$ cat config.mk
export PLATFORM = sky130hd
export DESIGN_NAME = ddcf_channel_filter_config
export DESIGN_NICKNAME = d
export VERILOG_FILES = /design/src/logic/ddcf_pkg.sv /design/src/logic/ddcf_channel_filter_config.sv
export VERILOG_INCLUDE_DIRS = /design/src /design/src/logic
export SDC_FILE = /design/constraint.sdc
export NUM_CORES = 1
export LEC_CHECK = 0
export ABC_AREA = 1
export BUFFER_PORTS_ARGS = -buffer_cell sky130_fd_sc_hd__buf_2
export CELL_PAD_IN_SITES_DETAIL_PLACEMENT = 1
export CELL_PAD_IN_SITES_GLOBAL_PLACEMENT = 1
export CORE_AREA = 2 2 248 250
export DETAILED_ROUTE_END_ITERATION = 7
export DIE_AREA = 0 0 250 252
export GPL_TIMING_DRIVEN = 0
export MAX_ROUTING_LAYER = met4
export PLACE_DENSITY = 0.88
export SETUP_SLACK_MARGIN = 0.3
export SKIP_LAST_GASP = 1
export SYNTH_ARGS = -nofsm -noshare
export SYNTH_HDL_FRONTEND = slang
export SYNTH_SLANG_ARGS = --single-unit
$ cat constraint.sdc
create_clock -name ref_clk -period 8.6 [get_ports ref_clk]
set_clock_uncertainty 0.15 [all_clocks]
set_input_delay 0.86 -clock ref_clk [delete_from_list [all_inputs] [get_ports ref_clk]]
set_output_delay 0.86 -clock ref_clk [all_outputs]
set_load 0.005 [all_outputs]
$ cat src/logic/ddcf_params.svh
/*
 * Offsets, widths and fixed figures of the channel filter configuration bank.
 * Assumes it is included by bare name before the package and the module.
 */
`ifndef DDCF_PARAMS_SVH
`define DDCF_PARAMS_SVH

// ------------------------------------------------------------
// channel addresses
// ------------------------------------------------------------
`define DDCF_A_COEF_TOP 8'h7f
`define DDCF_A_RS_DEC 8'h90
`define DDCF_A_RS_INT 8'h91
`define DDCF_A_RS_SCALE 8'h92
`define DDCF_A_RSVD_RS 8'h93
`define DDCF_A_CB_DEC 8'h94
`define DDCF_A_CB_SCALE 8'h95
`define DDCF_A_RSVD_CB 8'h96
`define DDCF_A_RCF_DEC 8'ha0
`define DDCF_A_RCF_PHASE 8'ha1
`define DDCF_A_RCF_TAPS 8'ha2
`define DDCF_A_RCF_OFFS 8'ha3
`define DDCF_A_RCF_CTRL 8'ha4
`define DDCF_A_ST_I 8'ha5
`define DDCF_A_ST_Q 8'ha6

// ------------------------------------------------------------
// widths
// ------------------------------------------------------------
`define DDCF_ADDR_W 8
`define DDCF_DATA_W 20
`define DDCF_RS_DEC_W 12
`define DDCF_RS_INT_W 9
`define DDCF_ATT_W 5
`define DDCF_BYTE_W 8
`define DDCF_TAPS_W 9
`define DDCF_SAMPLE_W 24
`define DDCF_WORD_W 16
`define DDCF_PORT_W 12
`define DDCF_LI_W 10
`define DDCF_EXP_W 4

// ------------------------------------------------------------
// output formatter figures
// ------------------------------------------------------------
`define DDCF_FIX_SHIFT 11
`define DDCF_FIX_MAX 40'sh00_0000_7fff
`define DDCF_FIX_MIN -40'sh00_0000_8000
`define DDCF_M12_MAX 24'sh0007ff
`define DDCF_M12_MIN -24'sh000800
`define DDCF_M8_MAX 24'sh00007f
`define DDCF_M8_MIN -24'sh000080
`define DDCF_M12_W 12
`define DDCF_M8_W 8
`define DDCF_EXP_MAX 15
`define DDCF_SELF_TEST_LSB 8

`endif

$ cat src/logic/ddcf_pkg.sv
/*
 * Types of the channel filter configuration bank.
 * Assumes ddcf_params.svh is on the include path.
 */
`include "ddcf_params.svh"

package ddcf_pkg;

	// resampler attenuation pair
	typedef struct packed {
		logic [`DDCF_ATT_W-1:0] activeAtt;
		logic [`DDCF_ATT_W-1:0] idleAtt;
	} ddcf_rs_scale_s;

	// coefficient filter control word, msb first
	typedef struct packed {
		logic bypass;
		logic inSel;
		logic bank;
		logic commonExp;
		logic forceScale;
		logic [1:0] fmt;
		logic [`DDCF_EXP_W-1:0] scale;
	} ddcf_ctrl_s;

	// programmed configuration
	typedef struct packed {
		logic [`DDCF_RS_DEC_W-1:0] rsDec;
		logic [`DDCF_RS_INT_W-1:0] rsInt;
		ddcf_rs_scale_s rsScale;
		logic [`DDCF_BYTE_W-1:0] combDec;
		logic [`DDCF_ATT_W-1:0] combScale;
		logic [`DDCF_BYTE_W-1:0] rcfDec;
		logic [`DDCF_BYTE_W-1:0] rcfPhase;
		logic [`DDCF_BYTE_W-1:0] rcfTaps;
		logic [`DDCF_BYTE_W-1:0] offsetShadow;
		ddcf_ctrl_s ctrl;
	} ddcf_cfg_s;

	// complex sample
	typedef struct packed {
		logic signed [`DDCF_SAMPLE_W-1:0] i;
		logic signed [`DDCF_SAMPLE_W-1:0] q;
	} ddcf_iq_s;

	// whole module state
	typedef struct packed {
		ddcf_cfg_s cfg;
		logic [`DDCF_PORT_W-1:0] portS1;
		logic [`DDCF_PORT_W-1:0] portS2;
		logic liActive;
		logic [`DDCF_ATT_W-1:0] rsAtt;
		logic [`DDCF_BYTE_W-1:0] phase;
		logic [`DDCF_BYTE_W-1:0] activeOffset;
		logic [`DDCF_TAPS_W-1:0] tapCount;
		ddcf_iq_s rcfIn;
		logic [`DDCF_WORD_W-1:0] stI;
		logic [`DDCF_WORD_W-1:0] stQ;
		logic [`DDCF_DATA_W-1:0] rdData;
		logic coefWrEn;
		logic [`DDCF_BYTE_W-1:0] coefWrAddr;
		logic [`DDCF_DATA_W-1:0] coefWrData;
	} ddcf_state_s;

endpackage

$ cat src/logic/ddcf_channel_filter_config.sv
/*
 * Per-channel filter chain configuration bank: resampler, comb decimator and
 * coefficient filter settings, coefficient filter input mux, offset shadow,
 * phase reload, output formatter and self-test capture.
 * Assumes a host port on ref_clk, filter strobes on ref_clk, and the input
 * port word arriving from pins (synchronised here).
 */
// How it works
// - resampler decimation register stores factor minus one, twelve bits up to 4096
// - resampler interpolation register stores factor minus one, nine bits up to 512
// - resampler attenuation: bits 9-5 when level indicator high, bits 4-0 when low
// - comb decimator factor minus one held in eight bits
// - comb decimator five-bit scale offsets internal growth
// - coefficient filter decimation minus one, eight bits, up to 256
// - phase reloaded at each computation start, kept through channel sync
// - tap count presented as register value plus one
// - offset selects starting section of 256-word coefficient memory
// - offset written to shadow, copied to active pointer per output sample
// - bypass sends comb output top sixteen bits to self-test words
// - input select: own comb or other channel comb per fixed map
// - bank bit is address msb for coefficient writes at 0x00-0x7f
// - common exponent from larger magnitude, else separate I and Q exponents
// - forced scale uses bits 3-0 instead of automatic exponent
// - forced scale saturates mantissas rather than wrapping
// - automatic exponent picks best accuracy
// - format bits 5-4: 1x is 12+4, 01 is 8+4, 00 fixed
// - fixed gain is two to the power of scale minus eleven; forced scale shifts mantissas right by scale
// - level indicator high when top ten port bits reach upper threshold
// - with mapping on, formatted or comb output lands in self-test words
`timescale 1ns/1ps
`include "ddcf_params.svh"

module ddcf_channel_filter_config
	import ddcf_pkg::*;
#(
	parameter int CHANNEL = 0
) (
	input wire logic ref_clk,
	input wire logic sys_rst,
	input wire logic [`DDCF_ADDR_W-1:0] regAddr,
	input wire logic regWrEn,
	input wire logic regRdEn,
	input wire logic [`DDCF_DATA_W-1:0] regWrData,
	output logic [`DDCF_DATA_W-1:0] regRdData,
	input wire logic [`DDCF_PORT_W-1:0] inputPortPin,
	input wire logic [`DDCF_LI_W-1:0] upperThreshold,
	input wire logic mapToSelfTest,
	input wire ddcf_iq_s ownComb,
	input wire ddcf_iq_s otherComb,
	input wire logic combValid,
	input wire ddcf_iq_s rcfOut,
	input wire logic rcfValid,
	input wire logic filterStart,
	input wire logic outputSample,
	output ddcf_cfg_s cfg,
	output logic levelIndicator,
	output logic [`DDCF_ATT_W-1:0] resamplerAttenuation,
	output logic [`DDCF_BYTE_W-1:0] coefFilterPhase,
	output logic [`DDCF_BYTE_W-1:0] coefFilterOffsetPointer,
	output logic [`DDCF_TAPS_W-1:0] coefFilterTapCount,
	output ddcf_iq_s rcfIn,
	output logic [`DDCF_WORD_W-1:0] selfTestWordI,
	output logic [`DDCF_WORD_W-1:0] selfTestWordQ,
	output logic coefWrEn,
	output logic [`DDCF_BYTE_W-1:0] coefWrAddr,
	output logic [`DDCF_DATA_W-1:0] coefWrData
);

	// ------------------------------------------------------------
	// formatter helpers
	// ------------------------------------------------------------

	// smallest exponent whose shifted value fits the mantissa
	function automatic logic [`DDCF_EXP_W-1:0] needExp(input logic signed [`DDCF_SAMPLE_W-1:0] v, input logic wide);
		logic signed [`DDCF_SAMPLE_W-1:0] s;
		logic [`DDCF_EXP_W-1:0] r;
		r = `DDCF_EXP_W'(`DDCF_EXP_MAX);
		for (int e = `DDCF_EXP_MAX; e >= 0; e--) begin
			s = v >>> e;
			if (wide ? (s <= `DDCF_M12_MAX && s >= `DDCF_M12_MIN) : (s <= `DDCF_M8_MAX && s >= `DDCF_M8_MIN)) begin
				r = `DDCF_EXP_W'(e);
			end
		end
		return r;
	endfunction

	// mantissa with clipping, packed with its exponent
	function automatic logic [`DDCF_WORD_W-1:0] packFloat(input logic signed [`DDCF_SAMPLE_W-1:0] v,
		input logic [`DDCF_EXP_W-1:0] e, input logic wide);
		logic signed [`DDCF_SAMPLE_W-1:0] s;
		logic signed [`DDCF_SAMPLE_W-1:0] hi;
		logic signed [`DDCF_SAMPLE_W-1:0] lo;
		s = v >>> e;
		hi = wide ? `DDCF_M12_MAX : `DDCF_M8_MAX;
		lo = wide ? `DDCF_M12_MIN : `DDCF_M8_MIN;
		if (s > hi) begin
			s = hi;
		end else if (s < lo) begin
			s = lo;
		end
		if (wide) begin
			return {s[`DDCF_M12_W-1:0], e};
		end
		return {`DDCF_EXP_W'(0), s[`DDCF_M8_W-1:0], e};
	endfunction

	// fixed point word, gain two to the (scale minus eleven), clipped
	function automatic logic [`DDCF_WORD_W-1:0] packFixed(input logic signed [`DDCF_SAMPLE_W-1:0] v,
		input logic [`DDCF_EXP_W-1:0] sc);
		logic signed [39:0] x;
		x = ($signed(40'(v)) <<< sc) >>> `DDCF_FIX_SHIFT;
		if (x > `DDCF_FIX_MAX) begin
			x = `DDCF_FIX_MAX;
		end else if (x < `DDCF_FIX_MIN) begin
			x = `DDCF_FIX_MIN;
		end
		return x[`DDCF_WORD_W-1:0];
	endfunction

	// ------------------------------------------------------------
	// state and formatter
	// ------------------------------------------------------------
	ddcf_state_s st_q;
	ddcf_state_s st_d;
	logic [`DDCF_EXP_W-1:0] expI;
	logic [`DDCF_EXP_W-1:0] expQ;
	logic [`DDCF_EXP_W-1:0] useI;
	logic [`DDCF_EXP_W-1:0] useQ;
	logic [`DDCF_WORD_W-1:0] fmtI;
	logic [`DDCF_WORD_W-1:0] fmtQ;
	logic wideMant;

	// output formatting of the coefficient filter result
	always_comb begin
		wideMant = st_q.cfg.ctrl.fmt[1];
		expI = needExp(rcfOut.i, wideMant);
		expQ = needExp(rcfOut.q, wideMant);
		if (st_q.cfg.ctrl.forceScale) begin
			useI = st_q.cfg.ctrl.scale;
			useQ = st_q.cfg.ctrl.scale;
		end else if (st_q.cfg.ctrl.commonExp) begin
			useI = (expI > expQ) ? expI : expQ;
			useQ = useI;
		end else begin
			useI = expI;
			useQ = expQ;
		end
		if (st_q.cfg.ctrl.fmt == 2'b00) begin
			fmtI = packFixed(rcfOut.i, st_q.cfg.ctrl.scale);
			fmtQ = packFixed(rcfOut.q, st_q.cfg.ctrl.scale);
		end else begin
			fmtI = packFloat(rcfOut.i, useI, wideMant);
			fmtQ = packFloat(rcfOut.q, useQ, wideMant);
		end
	end

	// next state: host port, level indicator, filter sequencing, capture
	always_comb begin
		st_d = st_q;
		st_d.coefWrEn = 1'b0;
		// two flops on the port word so a pin edge never meets the compare half-settled
		st_d.portS1 = inputPortPin;
		st_d.portS2 = st_q.portS1;
		st_d.liActive = st_q.portS2[`DDCF_PORT_W-1 -: `DDCF_LI_W] >= upperThreshold;
		st_d.rsAtt = st_q.liActive ? st_q.cfg.rsScale.activeAtt : st_q.cfg.rsScale.idleAtt;
		st_d.tapCount = `DDCF_TAPS_W'(st_q.cfg.rcfTaps) + `DDCF_TAPS_W'(1);
		if (filterStart) begin
			st_d.phase = st_q.cfg.rcfPhase;
		end
		// shadow moves only at an output sample, so a host write never tears a running filter
		if (outputSample) begin
			st_d.activeOffset = st_q.cfg.offsetShadow;
		end
		if (combValid) begin
			st_d.rcfIn = st_q.cfg.ctrl.inSel ? otherComb : ownComb;
		end
		if (mapToSelfTest && st_q.cfg.ctrl.bypass && combValid) begin
			st_d.stI = ownComb.i[`DDCF_SAMPLE_W-1 -: `DDCF_WORD_W];
			st_d.stQ = ownComb.q[`DDCF_SAMPLE_W-1 -: `DDCF_WORD_W];
		end else if (mapToSelfTest && !st_q.cfg.ctrl.bypass && rcfValid) begin
			st_d.stI = fmtI;
			st_d.stQ = fmtQ;
		end
		if (regWrEn) begin
			if (regAddr <= `DDCF_A_COEF_TOP) begin
				st_d.coefWrEn = 1'b1;
				st_d.coefWrAddr = {st_q.cfg.ctrl.bank, regAddr[`DDCF_BYTE_W-2:0]};
				st_d.coefWrData = regWrData;
			end
			case (regAddr)
				`DDCF_A_RS_DEC: begin
					st_d.cfg.rsDec = regWrData[`DDCF_RS_DEC_W-1:0];
				end
				`DDCF_A_RS_INT: begin
					st_d.cfg.rsInt = regWrData[`DDCF_RS_INT_W-1:0];
				end
				`DDCF_A_RS_SCALE: begin
					st_d.cfg.rsScale = regWrData[2*`DDCF_ATT_W-1:0];
				end
				`DDCF_A_CB_DEC: begin
					st_d.cfg.combDec = regWrData[`DDCF_BYTE_W-1:0];
				end
				`DDCF_A_CB_SCALE: begin
					st_d.cfg.combScale = regWrData[`DDCF_ATT_W-1:0];
				end
				`DDCF_A_RCF_DEC: begin
					st_d.cfg.rcfDec = regWrData[`DDCF_BYTE_W-1:0];
				end
				`DDCF_A_RCF_PHASE: begin
					st_d.cfg.rcfPhase = regWrData[`DDCF_BYTE_W-1:0];
				end
				`DDCF_A_RCF_TAPS: begin
					st_d.cfg.rcfTaps = regWrData[`DDCF_BYTE_W-1:0];
				end
				`DDCF_A_RCF_OFFS: begin
					st_d.cfg.offsetShadow = regWrData[`DDCF_BYTE_W-1:0];
				end
				`DDCF_A_RCF_CTRL: begin
					st_d.cfg.ctrl = regWrData[$bits(ddcf_ctrl_s)-1:0];
				end
				default: begin
				end
			endcase
		end
		if (regRdEn) begin
			case (regAddr)
				`DDCF_A_RS_DEC: st_d.rdData = `DDCF_DATA_W'(st_q.cfg.rsDec);
				`DDCF_A_RS_INT: st_d.rdData = `DDCF_DATA_W'(st_q.cfg.rsInt);
				`DDCF_A_RS_SCALE: st_d.rdData = `DDCF_DATA_W'(st_q.cfg.rsScale);
				`DDCF_A_CB_DEC: st_d.rdData = `DDCF_DATA_W'(st_q.cfg.combDec);
				`DDCF_A_CB_SCALE: st_d.rdData = `DDCF_DATA_W'(st_q.cfg.combScale);
				`DDCF_A_RCF_DEC: st_d.rdData = `DDCF_DATA_W'(st_q.cfg.rcfDec);
				`DDCF_A_RCF_PHASE: st_d.rdData = `DDCF_DATA_W'(st_q.cfg.rcfPhase);
				`DDCF_A_RCF_TAPS: st_d.rdData = `DDCF_DATA_W'(st_q.cfg.rcfTaps);
				`DDCF_A_RCF_OFFS: st_d.rdData = `DDCF_DATA_W'(st_q.cfg.offsetShadow);
				`DDCF_A_RCF_CTRL: st_d.rdData = `DDCF_DATA_W'(st_q.cfg.ctrl);
				`DDCF_A_ST_I: st_d.rdData = mapToSelfTest ? `DDCF_DATA_W'(st_q.stI) : '0;
				`DDCF_A_ST_Q: st_d.rdData = mapToSelfTest ? `DDCF_DATA_W'(st_q.stQ) : '0;
				default: st_d.rdData = '0;
			endcase
		end
	end

	// state register
	always_ff @(posedge ref_clk or posedge sys_rst) begin
		if (sys_rst) begin
			st_q <= '0;
		end else begin
			st_q <= st_d;
		end
	end

	// ------------------------------------------------------------
	// outputs
	// ------------------------------------------------------------
	assign regRdData = st_q.rdData;
	assign cfg = st_q.cfg;
	assign levelIndicator = st_q.liActive;
	assign resamplerAttenuation = st_q.rsAtt;
	assign coefFilterPhase = st_q.phase;
	assign coefFilterOffsetPointer = st_q.activeOffset;
	assign coefFilterTapCount = st_q.tapCount;
	assign rcfIn = st_q.rcfIn;
	assign selfTestWordI = st_q.stI;
	assign selfTestWordQ = st_q.stQ;
	assign coefWrEn = st_q.coefWrEn;
	assign coefWrAddr = st_q.coefWrAddr;
	assign coefWrData = st_q.coefWrData;
endmodule // ddcf_channel_filter_config

* Yosys cells after proc, flatten, opt, wreduce, memory -nomap -nowiden
Cells that the tools add are included.
Storage, ports and cells: flip-flop bits (word level) 271, output and inout bits 247, word-level logic and storage cells 350
Cells by class: add/sub/neg operators 1, magnitude comparators 131, equal/unequal tests 12, shift operators 4, mux-type cells 92, reductions and logical operators 78
Operators with widths (count):
- 16-bit 2-to-1 mux | 12
- 16-bit one-hot mux with 12 select lines | 1
- 8-bit == test (second input constant) | 12
- 4-bit 2-to-1 mux | 21
- 24-bit by 4-bit <<< shifter with 40-bit output | 2
- 1-bit logical AND | 64
- 32-bit 2-to-1 mux | 2
- 29-bit by 16-bit > comparator with 1-bit output (second input constant) | 2
- 29-bit by 16-bit < comparator with 1-bit output (second input constant) | 2
- 29-bit 2-to-1 mux | 2
- 24-bit by 12-bit greater-or-equal comparator with 1-bit output (second input constant) | 2
- 24-bit by 8-bit greater-or-equal comparator with 1-bit output (second input constant) | 2
- 24-bit by 12-bit > comparator with 1-bit output | 2
- 24-bit by 12-bit <= comparator with 1-bit output (second input constant) | 2
- 24-bit by 8-bit <= comparator with 1-bit output (second input constant) | 2
- 24-bit by 12-bit < comparator with 1-bit output | 2
- 12-bit 2-to-1 mux | 4
- 48-bit 2-to-1 mux | 1
- 24-bit by 4-bit >>> shifter with 24-bit output | 2
- 23-bit by 12-bit greater-or-equal comparator with 1-bit output (second input constant) | 2
- 23-bit by 8-bit greater-or-equal comparator with 1-bit output (second input constant) | 2
- 23-bit by 12-bit <= comparator with 1-bit output (second input constant) | 2
- 23-bit by 8-bit <= comparator with 1-bit output (second input constant) | 2
- 22-bit by 12-bit greater-or-equal comparator with 1-bit output (second input constant) | 2
- 64 further kinds | 169

* Depth between registers and ports, before layout
Gate-level depths: netlist (run 1).
depth in word-level cells 31, mapped depth 58, depth with buffers taken out 56

* Least setup slack after synthesis (run 1)
No wires, ideal clock.
path type input-to-reg, from in rcfOut[21] (netlist bit), to reg st_q (netlist bit selfTestWordQ[14]), library setup time 0.065 ns, arrival time 5.608 ns, data required time 8.385 ns, setup slack 2.776 ns, cell stages on the path 47, buffers on the path 3, path through buf_4 > nor2_1 > nand2_2 > nor3_4 > a21oi_1 > nor3_1 > nor2_1 > nand2_1 > nand2_1 > nand2_1 > nand2_1 > nand2_1 > nand2_1 > nand2_1 > inv_1 > ha_1 > nor2_1 > o21ai_0 > [... 11 more ...] > nor2_1 > nor2_1 > o21bai_1 > a21oi_1 > nor2_1 > nand2_1 > inv_1 > nand2_1 > nor2_1 > nand3_1 > nand2_1 > buf_4 > nand2_1 > nand2_1 > nand2_1 > nand2_1 > nand3_1 > nand2_1
On the way: longest elaborated chain between the ends 31
RTL lines:
- start, declared | line ddcf_channel_filter_config.sv:51 | input wire ddcf_iq_s rcfOut,
- 10-bit by 12-bit <= comparator with 1-bit output (no source line) (tied with other cells)
- 1-bit logical AND (no source line)
- 1-bit 2-to-1 mux (2 in a row) | line ddcf_channel_filter_config.sv:80 | if (wide ? (s <= `DDCF_M12_MAX && s >= `DDCF_M12_MIN) : (s <= `DDCF_M8_MAX && s >= `DDCF_M8_MIN)) begin
- 2-bit 2-to-1 mux (2 in a row) | line ddcf_channel_filter_config.sv:80
- 3-bit 2-to-1 mux (4 in a row) | line ddcf_channel_filter_config.sv:80
- 4-bit 2-to-1 mux (8 in a row) | line ddcf_channel_filter_config.sv:80
- 4-bit > comparator | line ddcf_channel_filter_config.sv:142 | useI = (expI > expQ) ? expI : expQ;
- 4-bit 2-to-1 mux | line ddcf_channel_filter_config.sv:142
- [... 3 more ...]
- 24-bit by 12-bit < comparator with 1-bit output | line ddcf_channel_filter_config.sv:98 | end else if (s < lo) begin
- 12-bit 2-to-1 mux | line ddcf_channel_filter_config.sv:98
- 12-bit 2-to-1 mux | line ddcf_channel_filter_config.sv:96 | if (s > hi) begin
- 16-bit 2-to-1 mux | line ddcf_channel_filter_config.sv:101 | if (wide) begin
- 16-bit 2-to-1 mux | line ddcf_channel_filter_config.sv:104 | return {`DDCF_EXP_W'(0), s[`DDCF_M8_W-1:0], e};
- 16-bit 2-to-1 mux * | line ddcf_channel_filter_config.sv:148 | if (st_q.cfg.ctrl.fmt == 2'b00) begin
- 32-bit 2-to-1 mux * | line ddcf_channel_filter_config.sv:180 | end else if (mapToSelfTest && !st_q.cfg.ctrl.bypass && rcfValid) begin
- 32-bit 2-to-1 mux * | line ddcf_channel_filter_config.sv:177 | if (mapToSelfTest && st_q.cfg.ctrl.bypass && combValid) begin
- end signal, assigned | line ddcf_channel_filter_config.sv:249 | st_q <= st_d;
- end, declared | line ddcf_channel_filter_config.sv:123 | ddcf_state_s st_q;
Every way passes the cells marked *; elsewhere a longest branch is shown, timed or not. The select of a mux whose other input is x is not followed. A chain may end at the register's enable or synchronous reset.

* Final worst setup path (run 1)
from reg st_q (netlist bit cfg[5]), to reg st_q (netlist bit selfTestWordQ[14])
On the way: longest elaborated chain between the ends 29
RTL lines:
- 1-bit 2-to-1 mux (2 in a row) | line ddcf_channel_filter_config.sv:80
- 2-bit 2-to-1 mux (2 in a row) | line ddcf_channel_filter_config.sv:80
- 3-bit 2-to-1 mux (4 in a row) | line ddcf_channel_filter_config.sv:80
- 4-bit 2-to-1 mux (8 in a row) | line ddcf_channel_filter_config.sv:80
- 4-bit > comparator | line ddcf_channel_filter_config.sv:142
- 4-bit 2-to-1 mux | line ddcf_channel_filter_config.sv:142
- 4-bit 2-to-1 mux | line ddcf_channel_filter_config.sv:141 | end else if (st_q.cfg.ctrl.commonExp) begin
- 4-bit 2-to-1 mux | line ddcf_channel_filter_config.sv:138 | if (st_q.cfg.ctrl.forceScale) begin
- 24-bit by 4-bit >>> shifter with 24-bit output | line ddcf_channel_filter_config.sv:93 | s = v >>> e;
- 24-bit by 12-bit < comparator with 1-bit output | line ddcf_channel_filter_config.sv:98
- 12-bit 2-to-1 mux | line ddcf_channel_filter_config.sv:98
- 12-bit 2-to-1 mux | line ddcf_channel_filter_config.sv:96
- 16-bit 2-to-1 mux | line ddcf_channel_filter_config.sv:101
- 16-bit 2-to-1 mux | line ddcf_channel_filter_config.sv:104
- 16-bit 2-to-1 mux * | line ddcf_channel_filter_config.sv:148
- 32-bit 2-to-1 mux * | line ddcf_channel_filter_config.sv:180
- 32-bit 2-to-1 mux * | line ddcf_channel_filter_config.sv:177
Marks and branches as above.

==> key figures, run 1 <==
Critical path
  • RR Startpoint: cfg[5]
  • CP Capture Type: flip-flop
  • CP Launch Type: flip-flop
  • Most frequent cell on the critical path: nand2_1
  • Critical Path Slowest Stage Cell: dfrtp_1
  • Critical path arrival: just under 8 ns
  • Reg-to-Reg End: selfTestWordQ[14]
  • Worst-path fanout max: 21
  • Worst path max stage delay: between 0.6 and 0.7 ns
  • R2R depth: 41
  • Crit path kind: flip-flop to flip-flop
  • R2r setup slk: roughly 1.1 ns
  • WP data required: 8.93 ns

Global route
  • First-pass GRT wire length: 146 mm
  • Overall Global Routing Usage: 30.7%
  • Vias in the first global route: 24100
  • Largest net degree at the start of global routing: 124
  • Initial antenna violation count: 8
  • GRT overflow: 0

Pwr
  • Clock power frac: between 30 and 40%
  • Seq pwr share: 35.9%
  • Psw: ~0.0014 W
  • Worst vdd ir: roughly 0.14 mV
  • Lkg Pwr: 12.9 nW
  • Internal Dissipation: ~0.0026 W
  • Sw Share: 35.9%
  • Gate power share: ~32%
  • Cell area power density: between 150 and 200 mW/mm²

STA
  • Worst setup margin: approximately 1.1 ns
  • Final Slew Violations: 0
  • RSZ-0062 raised after global routing: no
  • Endpoints failing setup: 0
  • Minimum clock period: ~7.5 ns
  • Setup_tns: 0 ns
  • Fmax: 133 MHz
  • Actual slew at the worst max-slew pin: 1.24 ns
  • Final hold slack: 0.0985 ns
  • Tcrit/Tclk final: 87.2%
  • Fin. Hold Viols: 0
  • Rel. slew slack: around 17%

Floorplanning
  • DIE HEIGHT: ~250 µm
  • Die W: 250 µm
  • Std-Cell Core Area: 0.0601 mm²
  • Die area: 0.0630 mm²
  • Initial Util: 34.8%
  • Io pins: 450
  • Std cell rows: 90

Worst hold path
  • HP Class: input pin to asynchronous set/reset pin

Drt
  • Wire length per cell: 21.9 µm
  • Drt total wl: 97.4 mm
  • Detail Route Antenna Nets: 0
  • Vias/cell: 5.39
  • DRC viols: 0
  • 1st-iter DRT viols: 1876
  • DR vias: about 24000
  • DRT Pass-1 Iters: 5

Synthesis
  • Syn_area_per_cell: 6.61 µm²
  • Synth Flop Type: dfrtp_1
  • Largest cells by area after synthesis: dfrtp_1 31%, nand2_1 17%, buf_4 9.4%, o21ai_0 9.1%, nand3_1 7.1%
  • Yosys cell types: 64
  • FF+latch count, synth: 263
  • Area leader, netlist: dfrtp_1
  • Synthesis Warnings: 0
  • EDFF count, synth: 0
  • Register area share after synthesis: 31.4%
  • Post-synth ARST share: between 90% and 100%
  • Mapped Area: roughly 0.021 mm²
  • Cells after synthesis: 3168
  • Synth top area share: 31.4%

CTS
  • CTS clk-pin slew, worst paths: 0.07 ns
  • Post-CTS Setup Inserts: 0
  • Clk buf depth: 3
  • Clk_lat worst skew: 0.58 ns
  • H-tree lvl count: 1
  • TritonCTS clock tree: built
  • # hold bufs at CTS: 0
  • Num CTS Buffers: 27
  • Clock tree sinks: 263
  • Root buf cell: clkbuf_16
  • Post-CTS Resized: 0

Layout
  • Area of the multi-input gates: 0.0108 mm²
  • Nets: 3868
  • Share of cells above drive strength 1: a little under a quarter
  • Filler cell count: 8041
  • FF/Latch Area: 0.00658 mm²
  • Design Area, Final: 0.0251 mm²
  • P&R area growth vs syn: 19.9%
  • Utilization after layout: 41.8%

Placement
  • Place WS: between 1 and 1.5 ns
  • Gpl congestion: 0.982
  • IO Port Bufs: 430
  • Placed inst area: 0.0241 mm²
  • Dpl hpwl: 77.8 mm

Job
  • Maxcap violations: 0

Run status
  • Outcome: complete, no violations
-- per-stage QoR --
step	std cells	power [W]
after floorplan	3171	0.00220
after global placement	4383	0.00267
after detailed placement	4385	0.00271
after CTS	4432	0.00399
after global routing	4440	0.00419
final	4441	0.00401
-- power by group through the flow --
stage | registers, W | clock network [W] | logic (W)
2_1_floorplan | 0.00142 | 0 | 0.000781
3_3_place_gp | 0.00145 | 0 | 0.00122
3_5_place_dp | 0.00146 | 0 | 0.00125
4_1_cts | 0.00144 | 0.00129 | 0.00127
5_1_grt | 0.00145 | 0.00134 | 0.00141
6_report | 0.00144 | 0.00128 | 0.00129
-- cells by family (layout without fill, tap and decap cells) --
family | count (synthesis) | in the layout | share of synthesized area [%]
AOI/OAI and AO/OA | 617 | 617 | 16.6
xor gates and xnor gates | 6 | 6 | 0.251
adders and majority gates | 33 | 33 | 1.97
buffers and inverters | 655 | 1134 | 16.8
DFF | 263 | 263 | 31.4
muxes | 33 | 33 | 1.64
other | 1 | 13 | 0.0179
and+or+nand+nor | 1560 | 1560 | 31.2
-- worst max-delay path, delay by kind of cell, from the launching register on --
family          cells  cell delay [ns]
buf+inv            10             2.17
fa+ha+maj           2             0.55
compound gates      9             1.88
simple gates       20             1.93
flops               1             0.67
-- worst max path at each step --
stage / from / end / slack [ns] / cells after the start
3_5_place_dp: rcfOut[23] / selfTestWordQ[14] / 1.09 / 38
4_1_cts: cfg[5] / selfTestWordQ[14] / 1.18 / 41
2_1_floorplan: sys_rst / cfg[0] / 0.35 / 1
3_3_place_gp: sys_rst / coefWrData[10] / -2.84 / 2
5_1_grt: cfg[5] / selfTestWordQ[14] / 0.64 / 43
6_report: cfg[5] / selfTestWordQ[14] / 1.10 / 41
-- metal layers --
layer	global-route usage (%)	share of wire (%)	routed length, µm	up-vias
li1	-	-	-	11100
met1	38.2	42	40700	11700
met2	51.0	47	46100	987
met3	4.26	6.9	6740	186
met4	11.3	3.9	3820	0
met5	-	0	0	-
-- area by class of cell --
cell class / count / area share, %
multi-input combinational: 2253 / 43.2
tap: 782 / 3.90
antenna: 9 / 0.0897
timing repair buffer: 432 / 8.79
inverter: 248 / 3.74
sequential: 263 / 26.2
clock inverter: 14 / 0.797
buffer: 407 / 10.3
clock buffer: 33 / 2.98
-- state kept, by name (all words and copies together) (netlist names) --
register	cells
st_q	10
coefFilterPhase	8
selfTestWordI	16
coefFilterTapCount	9
coefWrEn	1
selfTestWordQ	16
coefWrAddr	8
regRdData	16
coefFilterOffsetPointer	8
coefWrData	20
rcfIn	48
resamplerAttenuation	5
cfg	87
st_d	10
levelIndicator	1
-- layout by cell type, fill, tap and decap left out, types with 20 or more instances in the layout --
cell type,netlist,routed
o211ai_1,20,20
o21a_1,20,20
a21oi_1,74,74
clkbuf_1,100,101
inv_1,226,225
nor2_1,213,213
nor3_1,27,27
nand2_1,943,943
nand4_1,23,23
buf_2,28,458
nand3_1,296,296
dfrtp_1,263,263
o22ai_1,31,31
clkbuf_16,0,27
mux2i_1,23,23
buf_4,262,262
ha_1,33,33
o21ai_0,379,379
-- cells in the mapped netlist (all sizes together), types with 4 or more instances --
master and number:
o22ai 31, mux2 10, xor2 6, nand4 23
clkinv 4, nand3 302, mux2i 23, a311oi 6
inv 244, buf 304, nor2 223, a21boi 5
nor3 28, a31oi 19, o31ai 4, a21oi 77
clkbuf 101, nor4 8, nand3b 4, o21ai 404
and2 4, a221oi 10, o21bai 4, o21a 20
o211ai 21, nand2 964, dfrtp 263, ha 33
No activity file was read; power rests on OpenSTA's default activity.
==> inputs of run 2 (changes only) <==
--- a/config.mk
+++ b/config.mk
@@ -9,12 +9,13 @@
 export ABC_AREA = 1
 export BUFFER_PORTS_ARGS = -buffer_cell sky130_fd_sc_hd__buf_2
+export CAP_MARGIN = 20
 export CELL_PAD_IN_SITES_DETAIL_PLACEMENT = 1
 export CELL_PAD_IN_SITES_GLOBAL_PLACEMENT = 1
-export CORE_AREA = 2 2 248 250
+export CORE_AREA = 2 2 235 237
 export DETAILED_ROUTE_END_ITERATION = 7
-export DIE_AREA = 0 0 250 252
+export DIE_AREA = 0 0 237 239
 export GPL_TIMING_DRIVEN = 0
 export MAX_ROUTING_LAYER = met4
-export PLACE_DENSITY = 0.88
+export PLACE_DENSITY = 0.92
 export SETUP_SLACK_MARGIN = 0.3
 export SKIP_LAST_GASP = 1
==> constraint.sdc (replaced) <==
create_clock -name ref_clk -period 7.65 [get_ports ref_clk]
set_clock_uncertainty 0.15 [all_clocks]
set_input_delay 0.765 -clock ref_clk [delete_from_list [all_inputs] [get_ports ref_clk]]
set_output_delay 0.765 -clock ref_clk [all_outputs]
set_load 0.02 [all_outputs]
==> run 2 against run 1 <==
Worst hold slack got worse by 0.013 ns. Count of clock-buffer cells in the layout decreased by 2. Clock power increased by 8%. Fmax increased by 7.1%. Total power increased by 16%. Critical path depth decreased by 4. Sequential cell count unchanged. Global-route usage increased by 5.5 points. Cell count decreased by 1.5%. First-iteration DRC count increased by 24%. Combinational power increased by 26%.
==> key figures, run 2 (same netlist as run 1, synthesis figures left out) <==
Run status
  • Outcome: complete, no violations

Floorplanning
  • Die area: 0.0566 mm² (-10%)
  • Io pins: 450 (unchanged)
  • Die W: 237 µm (-5.2%)
  • Initial Util: 38.5% (+3.7 points)
  • Std-Cell Core Area: 0.0543 mm² (-9.6%)
  • Std cell rows: 86 (-4.4%)
  • DIE HEIGHT: 239 µm (-5.2%)

STA
  • Worst setup margin: 0.645 ns (-0.456 ns)
  • Actual slew at the worst max-slew pin: 1.09 ns (-0.146 ns)
  • Final Slew Violations: 0 (unchanged)
  • Fmax: 143 MHz (+7.1%)
  • Tcrit/Tclk final: 91.6% (+4.4 points)
  • Fin. Hold Viols: 0 (unchanged)
  • Setup_tns: 0 ns (unchanged)
  • Rel. slew slack: 26.8% (+9.8 points)
  • Endpoints failing setup: 0 (unchanged)
  • RSZ-0062 raised after global routing: yes
  • Minimum clock period: 7.00 ns (-0.494 ns)

CTS
  • H-tree lvl count: 1 (unchanged)
  • # hold bufs at CTS: 0 (unchanged)
  • Clk buf depth: 3 (unchanged)
  • Clock tree sinks: 263 (unchanged)
  • Clk_lat worst skew: 0.57 ns (about the same)
  • Num CTS Buffers: 26 (-3.7%)
  • CTS clk-pin slew, worst paths: 0.07 ns (about the same)
  • TritonCTS clock tree: built
  • Root buf cell: clkbuf_16

Critical path
  • CP Capture Type: flip-flop
  • CP Buf/Inv Count: 10 (unchanged)
  • CP Depth: 37 (-9.8%)
  • Worst-path fanout max: 10 (-52%)
  • Crit path kind: flip-flop to flip-flop
  • Crit path max-delay family: compound AO/OA/AOI/OAI gates
  • CP startpoint: cfg[5]
  • Worst path max stage delay: 0.55 ns (-0.12 ns)
  • RR Startpoint: cfg[5]
  • Most frequent cell on the critical path: nand3_1
  • CP Launch Type: flip-flop
  • Critical Path Slowest Stage Cell: dfrtp_2
  • Critical path arrival: 7.33 ns (-0.50 ns)
  • R2R depth: 37 (-9.8%)
  • WP data required: 7.98 ns (-0.95 ns)

Layout
  • P&R area growth vs syn: 19.8%
  • Filler cell count: 7259 (-9.7%)
  • Max reg flops: 87 (unchanged)
  • Commonest cells after routing, fill and taps aside: 943 x nand2_1, 458 x buf_2, 379 x o21ai_0
  • Finished Layout Cells: 4374 (-1.5%)
  • Share of cells above drive strength 1: 23.7% (+0.28 points)
  • Nets: 3873 (+0.13%)
  • Most common cell after layout, fill and taps aside: nand2_1

Job
  • Maxcap violations: 0 (unchanged)

Global route
  • GRT overflow: 0 (unchanged)
  • Vias in the first global route: 25000 (+3.8%)
  • Initial antenna violation count: 12 (+4)
  • Overall Global Routing Usage: 36.2% (+5.5 points)
  • First-pass GRT wire length: 154 mm (+5.0%)
  • Largest net degree at the start of global routing: 44 (-65%)

Drt
  • 1st-iter DRT viols: 2322 (+24%)
  • Detail Route Antenna Nets: 0 (unchanged)
  • Wire length per cell: 23.8 µm (+8.7%)
  • DR vias: 25100 (+5.0%)
  • DRC viols: 0 (unchanged)
  • Vias/cell: 5.74 (+6.6%)
  • DRT Pass-1 Iters: 6 (+1)
  • Drt total wl: 104 mm (+7.0%)

Pwr
  • Lkg Pwr: 13.0 nW (+0.21%)
  • Design Power: 0.00464 W (+16%)
  • Worst vdd ir: 0.153 mV (+7.1%)
  • Cell area power density: 185 mW/mm² (+16%)

Placement
  • Dpl hpwl: 78.0 mm (+0.24%)
  • Place WS: 0.246 ns (-0.848 ns)
  • Post-placement cell count: 4312 (-1.7%)
  • Gpl congestion: 0.986 (+0.43%)
  • IO Port Bufs: 430 (unchanged)

Worst hold path
  • HP Class: input pin to asynchronous set/reset pin
run 2: layout make-up:
type / instances / area, µm² / share of cell area (%)
Sequential cell: 263 / 6580 / 26.3
Clock inverter: 17 / 185 / 0.739
Tap cell: 704 / 881 / 3.51
Clock buffer: 31 / 689 / 2.75
Multi-Input combinational cell: 2253 / 10900 / 43.3
Antenna cell: 13 / 32.5 / 0.130
Timing Repair Buffer: 438 / 2300 / 9.17
Inverter: 248 / 935 / 3.73
Buffer: 407 / 2600 / 10.4
run 2: what timing repair did:
item,in CTS,in global routing
resized for setup,0,10
setup buffers,0,0
endpoints found under the setup margin,0,22
run 2: final timing paths:
check	to	slack (ns)
worst min register to register	st_q[170]	0.20
max in group asynchronous	cfg[5]	5.86
worst max register to register	selfTestWordQ[6]	0.65
worst max-delay path	selfTestWordQ[6]	0.65
worst min-delay path	rcfIn[1]	0.09
min in group ref_clk	st_d[169]	0.14
run 2: metrics by stage:
stage	cell area (µm²)	utilization (%)	hold slack, ns
5_1_grt	25100	46.1	0.102
3_5_place_dp	24100	44.4	0.186
4_1_cts	25000	46.0	0.0936
3_3_place_gp	24000	44.1	0.183
2_1_floorplan	20900	-	0.181
6_report	25100	46.1	0.0856
run 2: worst reg2reg max path: cells and delay by family, from the launching register on:
family / cells / cell delay (ns)
AO/OA/AOI/OAI: 12 / 2.27
buffers and inverters: 10 / 1.76
AND/OR/NAND/NOR: 13 / 1.54
adder cells (fa/ha/maj): 2 / 0.66
flip-flops: 1 / 0.55
run 2: layer usage:
metal  routed length (µm)  part of all wire (%)  vias up  GRT usage [%]
li1                     -                     -    11100              -
met1                40400                    39    12200           42.8
met2                48200                    46     1421           58.3
met3                 8910                   8.5      397           6.26
met4                 6700                   6.4        0           21.1
met5                    0                     0        -              -
run 2: where the power goes:
part | switching [W] | total [W] | leakage (nW) | internal [W]
Clock | 0.000627 | 0.00138 | 0.436 | 0.000753
Sequential | 0.000115 | 0.00163 | 3.16 | 0.00151
Combinational | 0.00108 | 0.00163 | 9.36 | 0.000552
Total | 0.00182 | 0.00464 | 13.0 | 0.00282
